[src/hw/chan_pkg.sv]
// Package with register map, field layout and result codes of the host channel block.
package chan_pkg;
	localparam logic [8:0] OFS_HUB = 9'h1B8;
	localparam logic [8:0] OFS_FUNC = 9'h1B9;
	localparam logic [8:0] OFS_IVL_HIGH = 9'h1BA;
	localparam logic [8:0] OFS_IVL_LOW = 9'h1BB;
	localparam logic [8:0] OFS_RESULT = 9'h1BE;
	localparam logic [8:0] OFS_TYPE = 9'h1C8;
	localparam logic [7:0] RST_REG = 8'h00;
	localparam int HUB_ADDR_LSB = 4;
	localparam int HUB_PORT_LSB = 0;
	localparam int FUNC_ADDR_LSB = 4;
	localparam int ENDPOINT_LSB = 0;
	localparam int RESULT_LSB = 4;
	localparam int UFRAME_BITS = 3;
	localparam int UFRAME_NS = 125000;
	localparam int CLK_NS = 10;
	localparam int UFRAME_CYC = UFRAME_NS / CLK_NS;
	localparam logic [1:0] TYPE_INTERRUPT = 2'h3;
	typedef enum logic [2:0] {
		RESULT_OK = 3'h0,
		RESULT_STALL = 3'h1,
		RESULT_OVERRUN = 3'h2,
		RESULT_UNDERRUN = 3'h3,
		RESULT_RETRY_FAIL = 3'h4
	} result_code_e;
	typedef struct packed {
		logic done;
		logic stall;
		logic too_long;
		logic beyond_total;
		logic short_pkt;
		logic crc_or_stuff;
		logic toggle_bad;
		logic retry_other;
	} xfer_status_s;
	typedef struct packed {
		logic [3:0] func_addr;
		logic [3:0] endpoint;
	} token_target_s;
endpackage : chan_pkg

[src/hw/host_channel_three.sv]
// Host channel target, polling interval and transfer result logic.
`timescale 1ns/1ps
// Overview of operation
// - Hub register bits 7-4 hold a 4-bit hub address, any value 0-15.
// - Hub register bits 2-0 hold hub port 0-7; bit 3 reserved.
// - Function register bits 7-4 hold the token function address 0-15.
// - Function register bits 3-0 hold the token endpoint number 0-15.
// - Interval low three bits count microframes; if they are zero, higher bits count 1 ms frames.
// - Interval applies only when transfer type is interrupt, encoding 11.
// - A zero interval schedules no periodic tokens.
// - A retried transaction waits the same interval before reissue.
// - Read-only 3-bit result code at bits 6-4, bit 7 reserved.
// - Result 000 when the transaction ends with no error.
// - Result 001 when the endpoint answers STALL.
// - Result 010 when a packet exceeds max size or total bytes are exceeded.
// - CRC or stuffing error with overrun or underrun reports retry error.
// - Toggle mismatch on a packet within max size is not an overrun.
// - Result 011 on a short packet with data below the requested total.
// - Result 100 for timeouts, CRC, PID, split errors and toggle mismatch.
// - Transfer type 11 selects interrupt transfer, the only interval user.
module host_channel_three (
	// Clock and reset.
	input wire logic clk_sys_in,
	input wire logic rst_n_in,
	// Register port.
	input wire logic [8:0] reg_addr_in,
	input wire logic [7:0] reg_wdata_in,
	input wire logic reg_wr_in,
	input wire logic reg_rd_in,
	output logic [7:0] reg_rdata_out,
	// Transaction engine.
	input wire logic chan_run_in,
	input wire chan_pkg::xfer_status_s status_in,
	output logic token_req_out,
	output chan_pkg::token_target_s token_target_out,
	output logic [3:0] hub_addr_out,
	output logic [2:0] hub_port_out
);
	import chan_pkg::*;

	logic [3:0] hub_addr;
	logic [2:0] hub_port;
	logic [3:0] target_func_addr;
	logic [3:0] target_endpoint;
	logic [10:0] interval;
	logic [1:0] transfer_type;
	logic [2:0] result_code;
	logic [2:0] next_result;
	logic [16:0] uframe_cnt;
	logic uframe_tick;
	logic [10:0] tick_cnt;
	logic [10:0] period;
	logic poll_on;
	logic wait_retry;

	// Register writes.
	always_ff @(posedge clk_sys_in or negedge rst_n_in) begin
		if (!rst_n_in) begin
			hub_addr <= RST_REG[3:0];
			hub_port <= RST_REG[2:0];
			target_func_addr <= RST_REG[3:0];
			target_endpoint <= RST_REG[3:0];
			interval <= {RST_REG[2:0], RST_REG};
			transfer_type <= RST_REG[1:0];
		end else if (reg_wr_in) begin
			case (reg_addr_in)
				OFS_HUB: begin
					hub_addr <= reg_wdata_in[HUB_ADDR_LSB +: 4];
					hub_port <= reg_wdata_in[HUB_PORT_LSB +: 3];
				end
				OFS_FUNC: begin
					target_func_addr <= reg_wdata_in[FUNC_ADDR_LSB +: 4];
					target_endpoint <= reg_wdata_in[ENDPOINT_LSB +: 4];
				end
				OFS_IVL_HIGH: interval[10:8] <= reg_wdata_in[2:0];
				OFS_IVL_LOW: interval[7:0] <= reg_wdata_in;
				OFS_TYPE: transfer_type <= reg_wdata_in[1:0];
				default: ;
			endcase
		end
	end

	// Register reads, data valid in the following cycle.
	always_ff @(posedge clk_sys_in or negedge rst_n_in) begin
		if (!rst_n_in) begin
			reg_rdata_out <= RST_REG;
		end else if (reg_rd_in) begin
			case (reg_addr_in)
				OFS_HUB: reg_rdata_out <= {hub_addr, 1'b0, hub_port};
				OFS_FUNC: reg_rdata_out <= {target_func_addr, target_endpoint};
				OFS_IVL_HIGH: reg_rdata_out <= {5'h00, interval[10:8]};
				OFS_IVL_LOW: reg_rdata_out <= interval[7:0];
				OFS_RESULT: reg_rdata_out <= {1'b0, result_code, 4'h0};
				OFS_TYPE: reg_rdata_out <= {6'h00, transfer_type};
				default: reg_rdata_out <= 8'h00;
			endcase
		end else begin
			reg_rdata_out <= 8'h00;
		end
	end

	// Result classification with precedence.
	always_comb begin
		next_result = RESULT_OK;
		if (status_in.stall) begin
			next_result = RESULT_STALL;
		end else if (status_in.retry_other || status_in.toggle_bad) begin
			next_result = RESULT_RETRY_FAIL;
		end else if ((status_in.too_long || status_in.beyond_total ||
			status_in.short_pkt) && status_in.crc_or_stuff) begin
			next_result = RESULT_RETRY_FAIL;
		end else if (status_in.crc_or_stuff) begin
			next_result = RESULT_RETRY_FAIL;
		end else if (status_in.too_long || status_in.beyond_total) begin
			next_result = RESULT_OVERRUN;
		end else if (status_in.short_pkt) begin
			next_result = RESULT_UNDERRUN;
		end
	end

	always_ff @(posedge clk_sys_in or negedge rst_n_in) begin
		if (!rst_n_in) begin
			result_code <= RESULT_OK;
		end else if (status_in.done) begin
			result_code <= next_result;
		end
	end

	// Interval timing: microframe tick, period in microframes.
	assign period = (interval[2:0] != 3'h0) ? {8'h00, interval[2:0]} :
		{interval[10:3], 3'h0};
	assign poll_on = chan_run_in && (transfer_type == TYPE_INTERRUPT) &&
		(interval != 11'h000);

	always_ff @(posedge clk_sys_in or negedge rst_n_in) begin
		if (!rst_n_in) begin
			uframe_cnt <= 17'h00000;
			uframe_tick <= 1'b0;
		end else if (uframe_cnt == 17'(UFRAME_CYC - 1)) begin
			uframe_cnt <= 17'h00000;
			uframe_tick <= 1'b1;
		end else begin
			uframe_cnt <= uframe_cnt + 17'h00001;
			uframe_tick <= 1'b0;
		end
	end

	always_ff @(posedge clk_sys_in or negedge rst_n_in) begin
		if (!rst_n_in) begin
			tick_cnt <= 11'h000;
			token_req_out <= 1'b0;
			wait_retry <= 1'b0;
		end else if (!poll_on) begin
			tick_cnt <= 11'h000;
			token_req_out <= 1'b0;
			wait_retry <= 1'b0;
		end else begin
			token_req_out <= 1'b0;
			if (status_in.done && next_result == RESULT_RETRY_FAIL) begin
				wait_retry <= 1'b1;
				tick_cnt <= 11'h000;
			end else if (uframe_tick) begin
				if (tick_cnt + 11'h001 >= period) begin
					tick_cnt <= 11'h000;
					token_req_out <= 1'b1;
					wait_retry <= 1'b0;
				end else begin
					tick_cnt <= tick_cnt + 11'h001;
				end
			end
		end
	end

	always_ff @(posedge clk_sys_in or negedge rst_n_in) begin
		if (!rst_n_in) begin
			token_target_out <= '0;
			hub_addr_out <= 4'h0;
			hub_port_out <= 3'h0;
		end else begin
			token_target_out <= '{func_addr: target_func_addr, endpoint: target_endpoint};
			hub_addr_out <= hub_addr;
			hub_port_out <= hub_port;
		end
	end

	AST_NO_ZERO_POLL: assert property (@(posedge clk_sys_in) disable iff (!rst_n_in)
		(interval == 11'h000) |=> !token_req_out) else $error("Token with zero interval.");
	AST_TYPE_GATE: assert property (@(posedge clk_sys_in) disable iff (!rst_n_in)
		(transfer_type != TYPE_INTERRUPT) |=> !token_req_out) else $error("Token on non-interrupt.");
	AST_STALL: assert property (@(posedge clk_sys_in) disable iff (!rst_n_in)
		(status_in.done && status_in.stall) |=> result_code == RESULT_STALL) else $error("Stall code.");
	AST_CRC_OVR: assert property (@(posedge clk_sys_in) disable iff (!rst_n_in)
		(status_in.done && !status_in.stall && status_in.crc_or_stuff && status_in.too_long)
		|=> result_code == RESULT_RETRY_FAIL) else $error("CRC with overrun not retry.");
	AST_TOGGLE: assert property (@(posedge clk_sys_in) disable iff (!rst_n_in)
		(status_in.done && !status_in.stall && status_in.toggle_bad)
		|=> result_code != RESULT_OVERRUN) else $error("Toggle mismatch as overrun.");
	AST_OK: assert property (@(posedge clk_sys_in) disable iff (!rst_n_in)
		(status_in.done && status_in[6:0] == 7'h00) |=> result_code == RESULT_OK) else $error("Ok code.");
	AST_UNDER: assert property (@(posedge clk_sys_in) disable iff (!rst_n_in)
		(status_in.done && status_in[6:0] == 7'h08) |=> result_code == RESULT_UNDERRUN) else $error("Underrun.");
	AST_OVER: assert property (@(posedge clk_sys_in) disable iff (!rst_n_in)
		(status_in.done && status_in[6:0] == 7'h20) |=> result_code == RESULT_OVERRUN) else $error("Overrun.");
	AST_RD_RESULT: assert property (@(posedge clk_sys_in) disable iff (!rst_n_in)
		(reg_rd_in && reg_addr_in == OFS_RESULT) |=> reg_rdata_out[7] == 1'b0
		&& reg_rdata_out[6:4] == $past(result_code)) else $error("Result read.");
	AST_HUB_RD: assert property (@(posedge clk_sys_in) disable iff (!rst_n_in)
		(reg_rd_in && reg_addr_in == OFS_HUB) |=> reg_rdata_out[3] == 1'b0) else $error("Hub bit 3.");
endmodule : host_channel_three

[config.mk]
export PLATFORM = sky130hd
export DESIGN_NAME = host_channel_three
export DESIGN_NICKNAME = d
export VERILOG_FILES = /design/src/hw/chan_pkg.sv /design/src/hw/host_channel_three.sv
export SDC_FILE = /design/constraint.sdc
export NUM_CORES = 1
export LEC_CHECK = 0
export BUFFER_PORTS_ARGS = -buffer_cell sky130_fd_sc_hd__buf_2
export CAP_MARGIN = 40
export CORE_MARGIN = 2
export CORE_UTILIZATION = 50
export CTS_BUF_LIST = sky130_fd_sc_hd__clkbuf_2 sky130_fd_sc_hd__clkbuf_4 sky130_fd_sc_hd__clkbuf_8
export CTS_CLUSTER_SIZE = 28
export DETAILED_ROUTE_END_ITERATION = 10
export PLACE_DENSITY = 0.68
export SLEW_MARGIN = 30
export SYNTH_ARGS = -nofsm -noshare
export SYNTH_HDL_FRONTEND = slang
export SYNTH_SLANG_ARGS = --single-unit
[constraint.sdc]
create_clock -name clk_sys_in -period 3.5 [get_ports clk_sys_in]
set_input_delay 0.875 -clock clk_sys_in [delete_from_list [all_inputs] [get_ports clk_sys_in]]
set_output_delay 0.875 -clock clk_sys_in [all_outputs]
set_load 0.03 [all_outputs]
==> results of run 1 <==
==> routing by layer <==
layer | global-route usage, % | up-vias | wire, um
met5 | 0 | - | 0
met4 | 7.46 | 0 | 114
met3 | 4.27 | 12 | 319
met2 | 31.9 | 68 | 3760
met1 | 26.9 | 1331 | 3410
li1 | - | 1302 | -
==> per-stage QoR <==
stage                     power (W)  utilization (%)  hold slack [ns]  setup WS (ns)
final                       0.00177             58.8            0.348          0.734
after global routing        0.00185             58.8            0.347          0.433
after CTS                   0.00179             58.5            0.407          0.759
after detailed placement    0.00114             56.1            0.387          0.782
after global placement      0.00114             56.0            0.383          0.908
after floorplan             0.00107                -            0.366          0.843
==> cells in the final DEF (no fill, tap or decap), types with 6 or more instances in the layout <==
cell type | Yosys | routed
nand2_1 | 32 | 32
buf_2 | 5 | 52
clkbuf_8 | 0 | 9
nor2_1 | 22 | 22
nor2b_1 | 6 | 6
nor3_1 | 6 | 6
nor4_1 | 6 | 6
and3_1 | 9 | 9
mux2_2 | 29 | 29
a21oi_1 | 6 | 6
xnor2_1 | 12 | 12
inv_1 | 6 | 6
ha_1 | 13 | 13
dfrtp_1 | 84 | 84
a32o_1 | 7 | 7
nand3_1 | 16 | 16
xor2_1 | 10 | 10
==> kinds of logic (layout without fill, tap and decap cells) <==
logic type | Yosys count | count (layout)
and+or+nand+nor | 121 | 121
muxes | 37 | 37
xor gates and xnor gates | 22 | 22
adders and majority gates | 13 | 13
buffers and inverters | 12 | 79
AOI/OAI and AO/OA | 35 | 35
DFF | 84 | 84
==> power by group through the flow <==
stage,Combinational [W],Sequential (W),Clock (W)
detailed placement,0.000123,0.00102,0
floorplan,0.0000519,0.00102,0
global route,0.000140,0.000999,0.000709
CTS,0.000123,0.000997,0.000668
global placement,0.000120,0.00102,0
finish,0.000125,0.000996,0.000644
==> final timing paths <==
check	from	endpoint	slack (ns)	cells after the start
min reg2reg	target_endpoint[3]	token_target_out[3]	0.40	0
max reg2reg	tick_cnt[0]	tick_cnt[2]	0.73	11
min	rst_n_in	reg_rdata_out[2]	0.35	1
max	tick_cnt[0]	tick_cnt[2]	0.73	11
max in group asynchronous	rst_n_in	tick_cnt[6]	2.58	2
min in group clk_sys_in	target_endpoint[3]	token_target_out[3]	0.40	0
==> final cells by class <==
class | instances | share of cell area (%)
tap | 102 | 2.84
inverter | 6 | 0.501
timing repair buffer | 57 | 7.15
multi-input combinational | 228 | 38.7
clock inverter | 7 | 1.28
sequential | 84 | 46.7
clock buffer | 9 | 2.75
==> flip-flops by register name (all words and copies together) (netlist names) <==
name and cells:
target_endpoint 4, uframe_tick 1, result_code 3, transfer_type 2, hub_port_out 3, hub_addr_out 4
target_func_addr 4, reg_rdata_out 8, tick_cnt 11, hub_port 3, interval 11, token_req_out 1
uframe_cnt 17, hub_addr 4, token_target_out 8
==> worst reg2reg max path, delay by kind of cell, from the launching register on <==
kind / cells / cell delay, ns
and+or+nand+nor: 3 / 0.66
muxes: 1 / 0.14
AOI/OAI and AO/OA: 4 / 0.63
adders and majority gates: 2 / 0.57
DFF: 1 / 0.43
buffers and inverters: 1 / 0.25
==> metrics.txt, run 1 <==
status=finished clean; count leader, synth=dfrtp_1; total number of vias=approximately 2700; Placed Area=0.00429 mm2; Synth Area in XOR/XNOR=4.95%; total die area=around 0.0085 mm2; clock power share=between 30% and 40%; vias in the first global route=roughly 2600; Req. time, crit path=roughly 3.8 ns; Initial Util=between 50% and 60%; Routed Antenna Nets=0; clk_lat worst skew=0.36 ns; total clock sinks=84; FF+latch area=around 0.0021 mm2; share of cells above drive strength 1=~30%; Comb pwr share=7.1%; Clock Tree Buf Depth=2; post-synth cell types=46; Crit path largest cell delay=0.43 ns; crit path cell chain=ha_1, nand3_1, and2_1, or2_2, ha_1, a21oi_1, o21ai_0, a221oi_1, buf_4, a31oi_1, mux2i_1; H-tree depth=3; Fin. Hold Viols=0; NumNets Final=between 400 and 500; Detailed Routing Iterations Pass 1=4; largest net degree at the start of global routing=85; Synthesis Warnings=0; routed len/inst=15.4 um; Pleak=about 2.2 nW; Compound-Gate Fraction of Synth Area=under 10%; Slew @ Worst Pin=between 0.5 and 0.6 ns; Seq cells post-synth=84; Post-Synth Adder-Cell Area=roughly 4.2%; Max-cap violations=0; port bufs=53; syn avg cell area=~12 um2; top post-synthesis cells by count=dfrtp_1, nand2_1, mux2_2; placed cells=476; die extent in x=approximately 92 um; Critical Path Start Type=flop; cts hold-fix bufs=0; GPL Wtd Cong=between 0.8 and 0.9; # rows=32; Yosys top cell area share=53.9%; Internal Pwr Total=0.00130 W; io pins=54; CTS tree=yes; Synth-to-Final Area Change=15.4%; skew final=about 0.0077 ns; syn_nets=roughly 370; drt drc=0; cell family with most CP delay=simple AND/OR/NAND/NOR gates; class of the worst hold path=primary input to asynchronous set/reset pin; Fillers=~650; VDD IR-drop max=between 0.2 and 0.25 mV; Final period util=about four fifths; Post-synth EDFFs=0; Setup Viol. Count Final=0; post-CTS setup buffer count=0; Vias/cell=about 5.5; Sequential Power Share=56.4%; main flop type after synthesis=dfrtp_1; Synth Area in Simple Gates=between 15 and 20%; Starting DRT DRC Count=between 100 and 150; crit end category=flop; Root Driver=clkbuf_8; sequential cell area fraction in the yosys report=between 50% and 60%; top cells by area, synth=dfrtp_1, mux2_2, ha_1, nand2_1, xnor2_1; Inserted Diodes=0; fin cells=around 500; P per Cell Area=approximately 400 mW/mm2; CP arrival=between 3 and 4 ns; Inserted Clock Buffers=9; switch share=between 20% and 30%; Final Slew Violations=0; Post-Syn Area=about 0.004 mm2; Final Critical Period=approximately 2.8 ns; footprint of the multi-input gates=0.00174 mm2; detailed placement HPWL=about 5400 um; setup TNS=0 ns; Crit Path Category=flop to flop; first-pass GRT wire length=13100 um; total track usage=19.9%; CTS clock-pin slew for the worst setup and hold paths=0.09 ns; Crit-path slowest cell=dfrtp_1; Finished Cell Area=roughly 0.0045 mm2; Mapped Cells=between 300 and 400; Net Sw Power=0.000465 W; core footprint=about 0.0076 mm2; RSZ-0062 raised after global routing=false; mux contribution to synthesized area=a little under an eighth; WP buf/inv=1; final wirelength=approximately 7600 um; Die Y-Extent=between 90 and 100 um; largest family of logic cells by synthesized area=simple AND/OR/NAND/NOR gates; grt ovf=0; worst rel slew slack=64.2%; post-CTS sizing=0; Max FO, Critical Path=13; initial antenna violation count=0; fmax=between 0.3 and 0.4 GHz; biggest area consumer among synthesized cells=dfrtp_1; post-synthesis async set-or-reset flop share=100%; CP most frequent cell=ha_1
Note: power is estimated with default switching activity, not from simulation.
==> run 2: changes to the inputs <==
--- a/config.mk
+++ b/config.mk
@@ -5,6 +5,7 @@
 export SDC_FILE = /design/constraint.sdc
 export NUM_CORES = 1
 export LEC_CHECK = 0
+export ABC_AREA = 1
 export BUFFER_PORTS_ARGS = -buffer_cell sky130_fd_sc_hd__buf_2
 export CAP_MARGIN = 40
 export CORE_MARGIN = 2
@@ -12,7 +13,7 @@
 export CTS_BUF_LIST = sky130_fd_sc_hd__clkbuf_2 sky130_fd_sc_hd__clkbuf_4 sky130_fd_sc_hd__clkbuf_8
 export CTS_CLUSTER_SIZE = 28
 export DETAILED_ROUTE_END_ITERATION = 10
-export PLACE_DENSITY = 0.68
+export PLACE_DENSITY = 0.67
 export SLEW_MARGIN = 30
 export SYNTH_ARGS = -nofsm -noshare
 export SYNTH_HDL_FRONTEND = slang
==> constraint.sdc (replaced) <==
create_clock -name clk_sys_in -period 2.85 [get_ports clk_sys_in]
set_input_delay 0.7125 -clock clk_sys_in [delete_from_list [all_inputs] [get_ports clk_sys_in]]
set_output_delay 0.7125 -clock clk_sys_in [all_outputs]
set_load 0.03 [all_outputs]
==> metrics.txt, run 2 <==
switch share=approximately a quarter; total track usage=around a fifth; post-synth cell types=33; Max FO, Critical Path=12; H-tree depth=3; biggest area consumer among synthesized cells=dfrtp_1; Crit path largest cell delay=~0.48 ns; grt ovf=0; share of cells above drive strength 1=between 10% and 20%; Max-cap violations=0; syn avg cell area=roughly 8.4 um2; Critical Path Start Type=flop; Final period util=89.3%; CTS clock-pin slew for the worst setup and hold paths=around 0.090 ns; Setup Viol. Count Final=0; post-layout util=approximately three fifths; # rows=33; Crit-path slowest cell=dfrtp_1; post-synthesis async set-or-reset flop share=100%; skew final=between 0.015 and 0.02 ns; Inserted Clock Buffers=9; Slew @ Worst Pin=~0.53 ns; most frequent cells in the layout=nand2_1, dfrtp_1, nor2_1; initial antenna violation count=0; Net Sw Power=0.000588 W; Pleak=around 2.6 nW; class of the worst hold path=primary input to asynchronous set/reset pin; FF-to-FF setup slack=a little over 0.3 ns; Die Y-Extent=between 90 and 100 um; RSZ-0062 raised after global routing=false; post-CTS setup buffer count=0; placed cells=about 670; main flop type after synthesis=dfrtp_1; Crit Path Category=flop to flop; Detailed Routing Iterations Pass 1=5; crit end category=flop; worst rel slew slack=between 60% and 70%; Routed Antenna Nets=0; VDD IR-drop max=0.264 mV; top cells by area, synth=dfrtp_1, nand2_1, nand3_1, nor2_1, inv_1; cell family with most CP delay=simple AND/OR/NAND/NOR gates; NumNets Final=614; top post-synthesis cells by count=nand2_1, dfrtp_1, nor2_1; Sequential Power Share=49.5%; Synth-to-Final Area Change=14.2%; Vias/cell=between 5 and 6; Mapped Cells=514; total number of vias=between 3000 and 4000; CTS tree=yes; Largest Register=uframe_cnt; Yosys top cell area share=slightly below 50%; Final Slew Violations=0; Comb pwr share=7.3%; core footprint=0.00830 mm2; Fillers=~740; Internal Pwr Total=about 0.0019 W; cts hold-fix bufs=0; Req. time, crit path=3.14 ns; io pins=between 50 and 60; total die area=roughly 0.0094 mm2; setup TNS=0 ns; Largest regs=uframe_cnt: 17 flops, interval: 11 flops, tick_cnt: 11 flops; Root Driver=clkbuf_8; routed len/inst=13.9 um; status=finished clean; Initial Util=between 50% and 60%; count leader, synth=nand2_1; Final Critical Period=2.54 ns; Inserted Diodes=0; Synthesis Warnings=0; fin cells=681; drt drc=0; Seq cells post-synth=84; vias in the first global route=3483; final wirelength=around 9400 um; clk_lat worst skew=roughly 0.36 ns; die extent in x=96.9 um; post-CTS sizing=0; commonest non-fill, non-tap cell in the layout=nand2_1; port bufs=53; sequential cell area fraction in the yosys report=approximately half; clock power share=between 40% and 50%; Clock Tree Buf Depth=2; fmax=between 0.3 and 0.4 GHz; Fin. Hold Viols=0; Post-synth EDFFs=0; GPL Wtd Cong=0.889; max reg flops=17; total clock sinks=84; Post-Syn Area=0.00431 mm2; CP arrival=roughly 2.8 ns; crit path cell chain=ha_1, nand3_1, nor2_1, nand4_1, nand2_1, inv_1, ha_1, nand2_1, inv_1, o21ai_1, nand3_1, nor2_1, buf_4, nand3_1, nand2_1; detailed placement HPWL=7020 um; largest net degree at the start of global routing=between 40 and 50; Starting DRT DRC Count=239; WP buf/inv=3; first-pass GRT wire length=approximately 16000 um; P per Cell Area=502 mW/mm2; syn_nets=557
## run 2: cell count changes after synthesis, sizes merged, moves of 21 or more
cell,change
nand2,+107
inv,+53
nor2,+38
mux2,-29
nand3,+29
o21ai,+28
nand4,+21
## run 2: cell type report
cell class                      count  area (um2)  share of cell area [%]
Timing Repair Buffer               57         310                    6.30
Multi-Input combinational cell    360        1900                    38.6
Tap cell                          105         131                    2.67
Sequential cell                    84        2100                    42.7
Clock buffer                       11         145                    2.95
Clock inverter                      5         108                    2.19
Inverter                           59         224                    4.55
## run 2: final timing paths
check | start | endpoint | cells past startpoint
setup / recovery | tick_cnt[0] | tick_cnt[0] | 15
hold / removal | rst_n_in | hub_addr[0] | 1
setup reg to reg | tick_cnt[0] | tick_cnt[0] | 15
hold reg to reg | target_endpoint[1] | token_target_out[1] | 0
max in group asynchronous | rst_n_in | tick_cnt[0] | 2
min in group clk_sys_in | target_endpoint[1] | token_target_out[1] | 0
## run 2: worst reg2reg max path, stage by stage (launching register included)
cell and delay, ns:
dfrtp_1 0.48, ha_1 0.28, nand3_1 0.16, nor2_1 0.23
nand4_1 0.13, nand2_1 0.08, inv_1 0.05, ha_1 0.31
nand2_1 0.08, inv_1 0.05, o21ai_1 0.11, nand3_1 0.09
nor2_1 0.10, buf_4 0.19, nand3_1 0.09, nand2_1 0.06
## run 2: cells by family after synthesis
kind of cell | after synthesis | share of synthesized area [%]
xor gates and xnor gates | 13 | 2.64
AOI/OAI and AO/OA | 44 | 6.07
adders and majority gates | 13 | 3.77
buffers and inverters | 70 | 7.14
DFF | 84 | 48.8
and+or+nand+nor | 290 | 31.6
## run 2: metrics by stage
| step | area [um2] | hold WS (ns) | power (W) | worst slack, ns |
|---|---|---|---|---|
| floorplan | 4310 | 0.374 | 0.00134 | 0.604 |
| global placement | 4670 | 0.391 | 0.00142 | 0.530 |
| detailed placement | 4670 | 0.395 | 0.00143 | 0.375 |
| CTS | 4920 | 0.347 | 0.00249 | 0.331 |
| global route | 4920 | 0.363 | 0.00256 | 0.0989 |
| finish | 4920 | 0.329 | 0.00247 | 0.305 |
## run 2: metal layers
metal  track usage, %  wire length (um)  share of wire (%)
met3             3.68               500                5.3
met4             9.21               203                2.1
met2             31.7              4300                 46
met5                0                 0                  0
met1             31.1              4440                 47
## run 2: power groups by stage
| stage | logic, W | clock network [W] | registers [W] |
|---|---|---|---|
| 2_1_floorplan | 0.0000881 | 0 | 0.00126 |
| 3_3_place_gp | 0.000178 | 0 | 0.00125 |
| 3_5_place_dp | 0.000183 | 0 | 0.00125 |
| 4_1_cts | 0.000184 | 0.00108 | 0.00122 |
| 5_1_grt | 0.000204 | 0.00113 | 0.00123 |
| 6_report | 0.000181 | 0.00107 | 0.00122 |
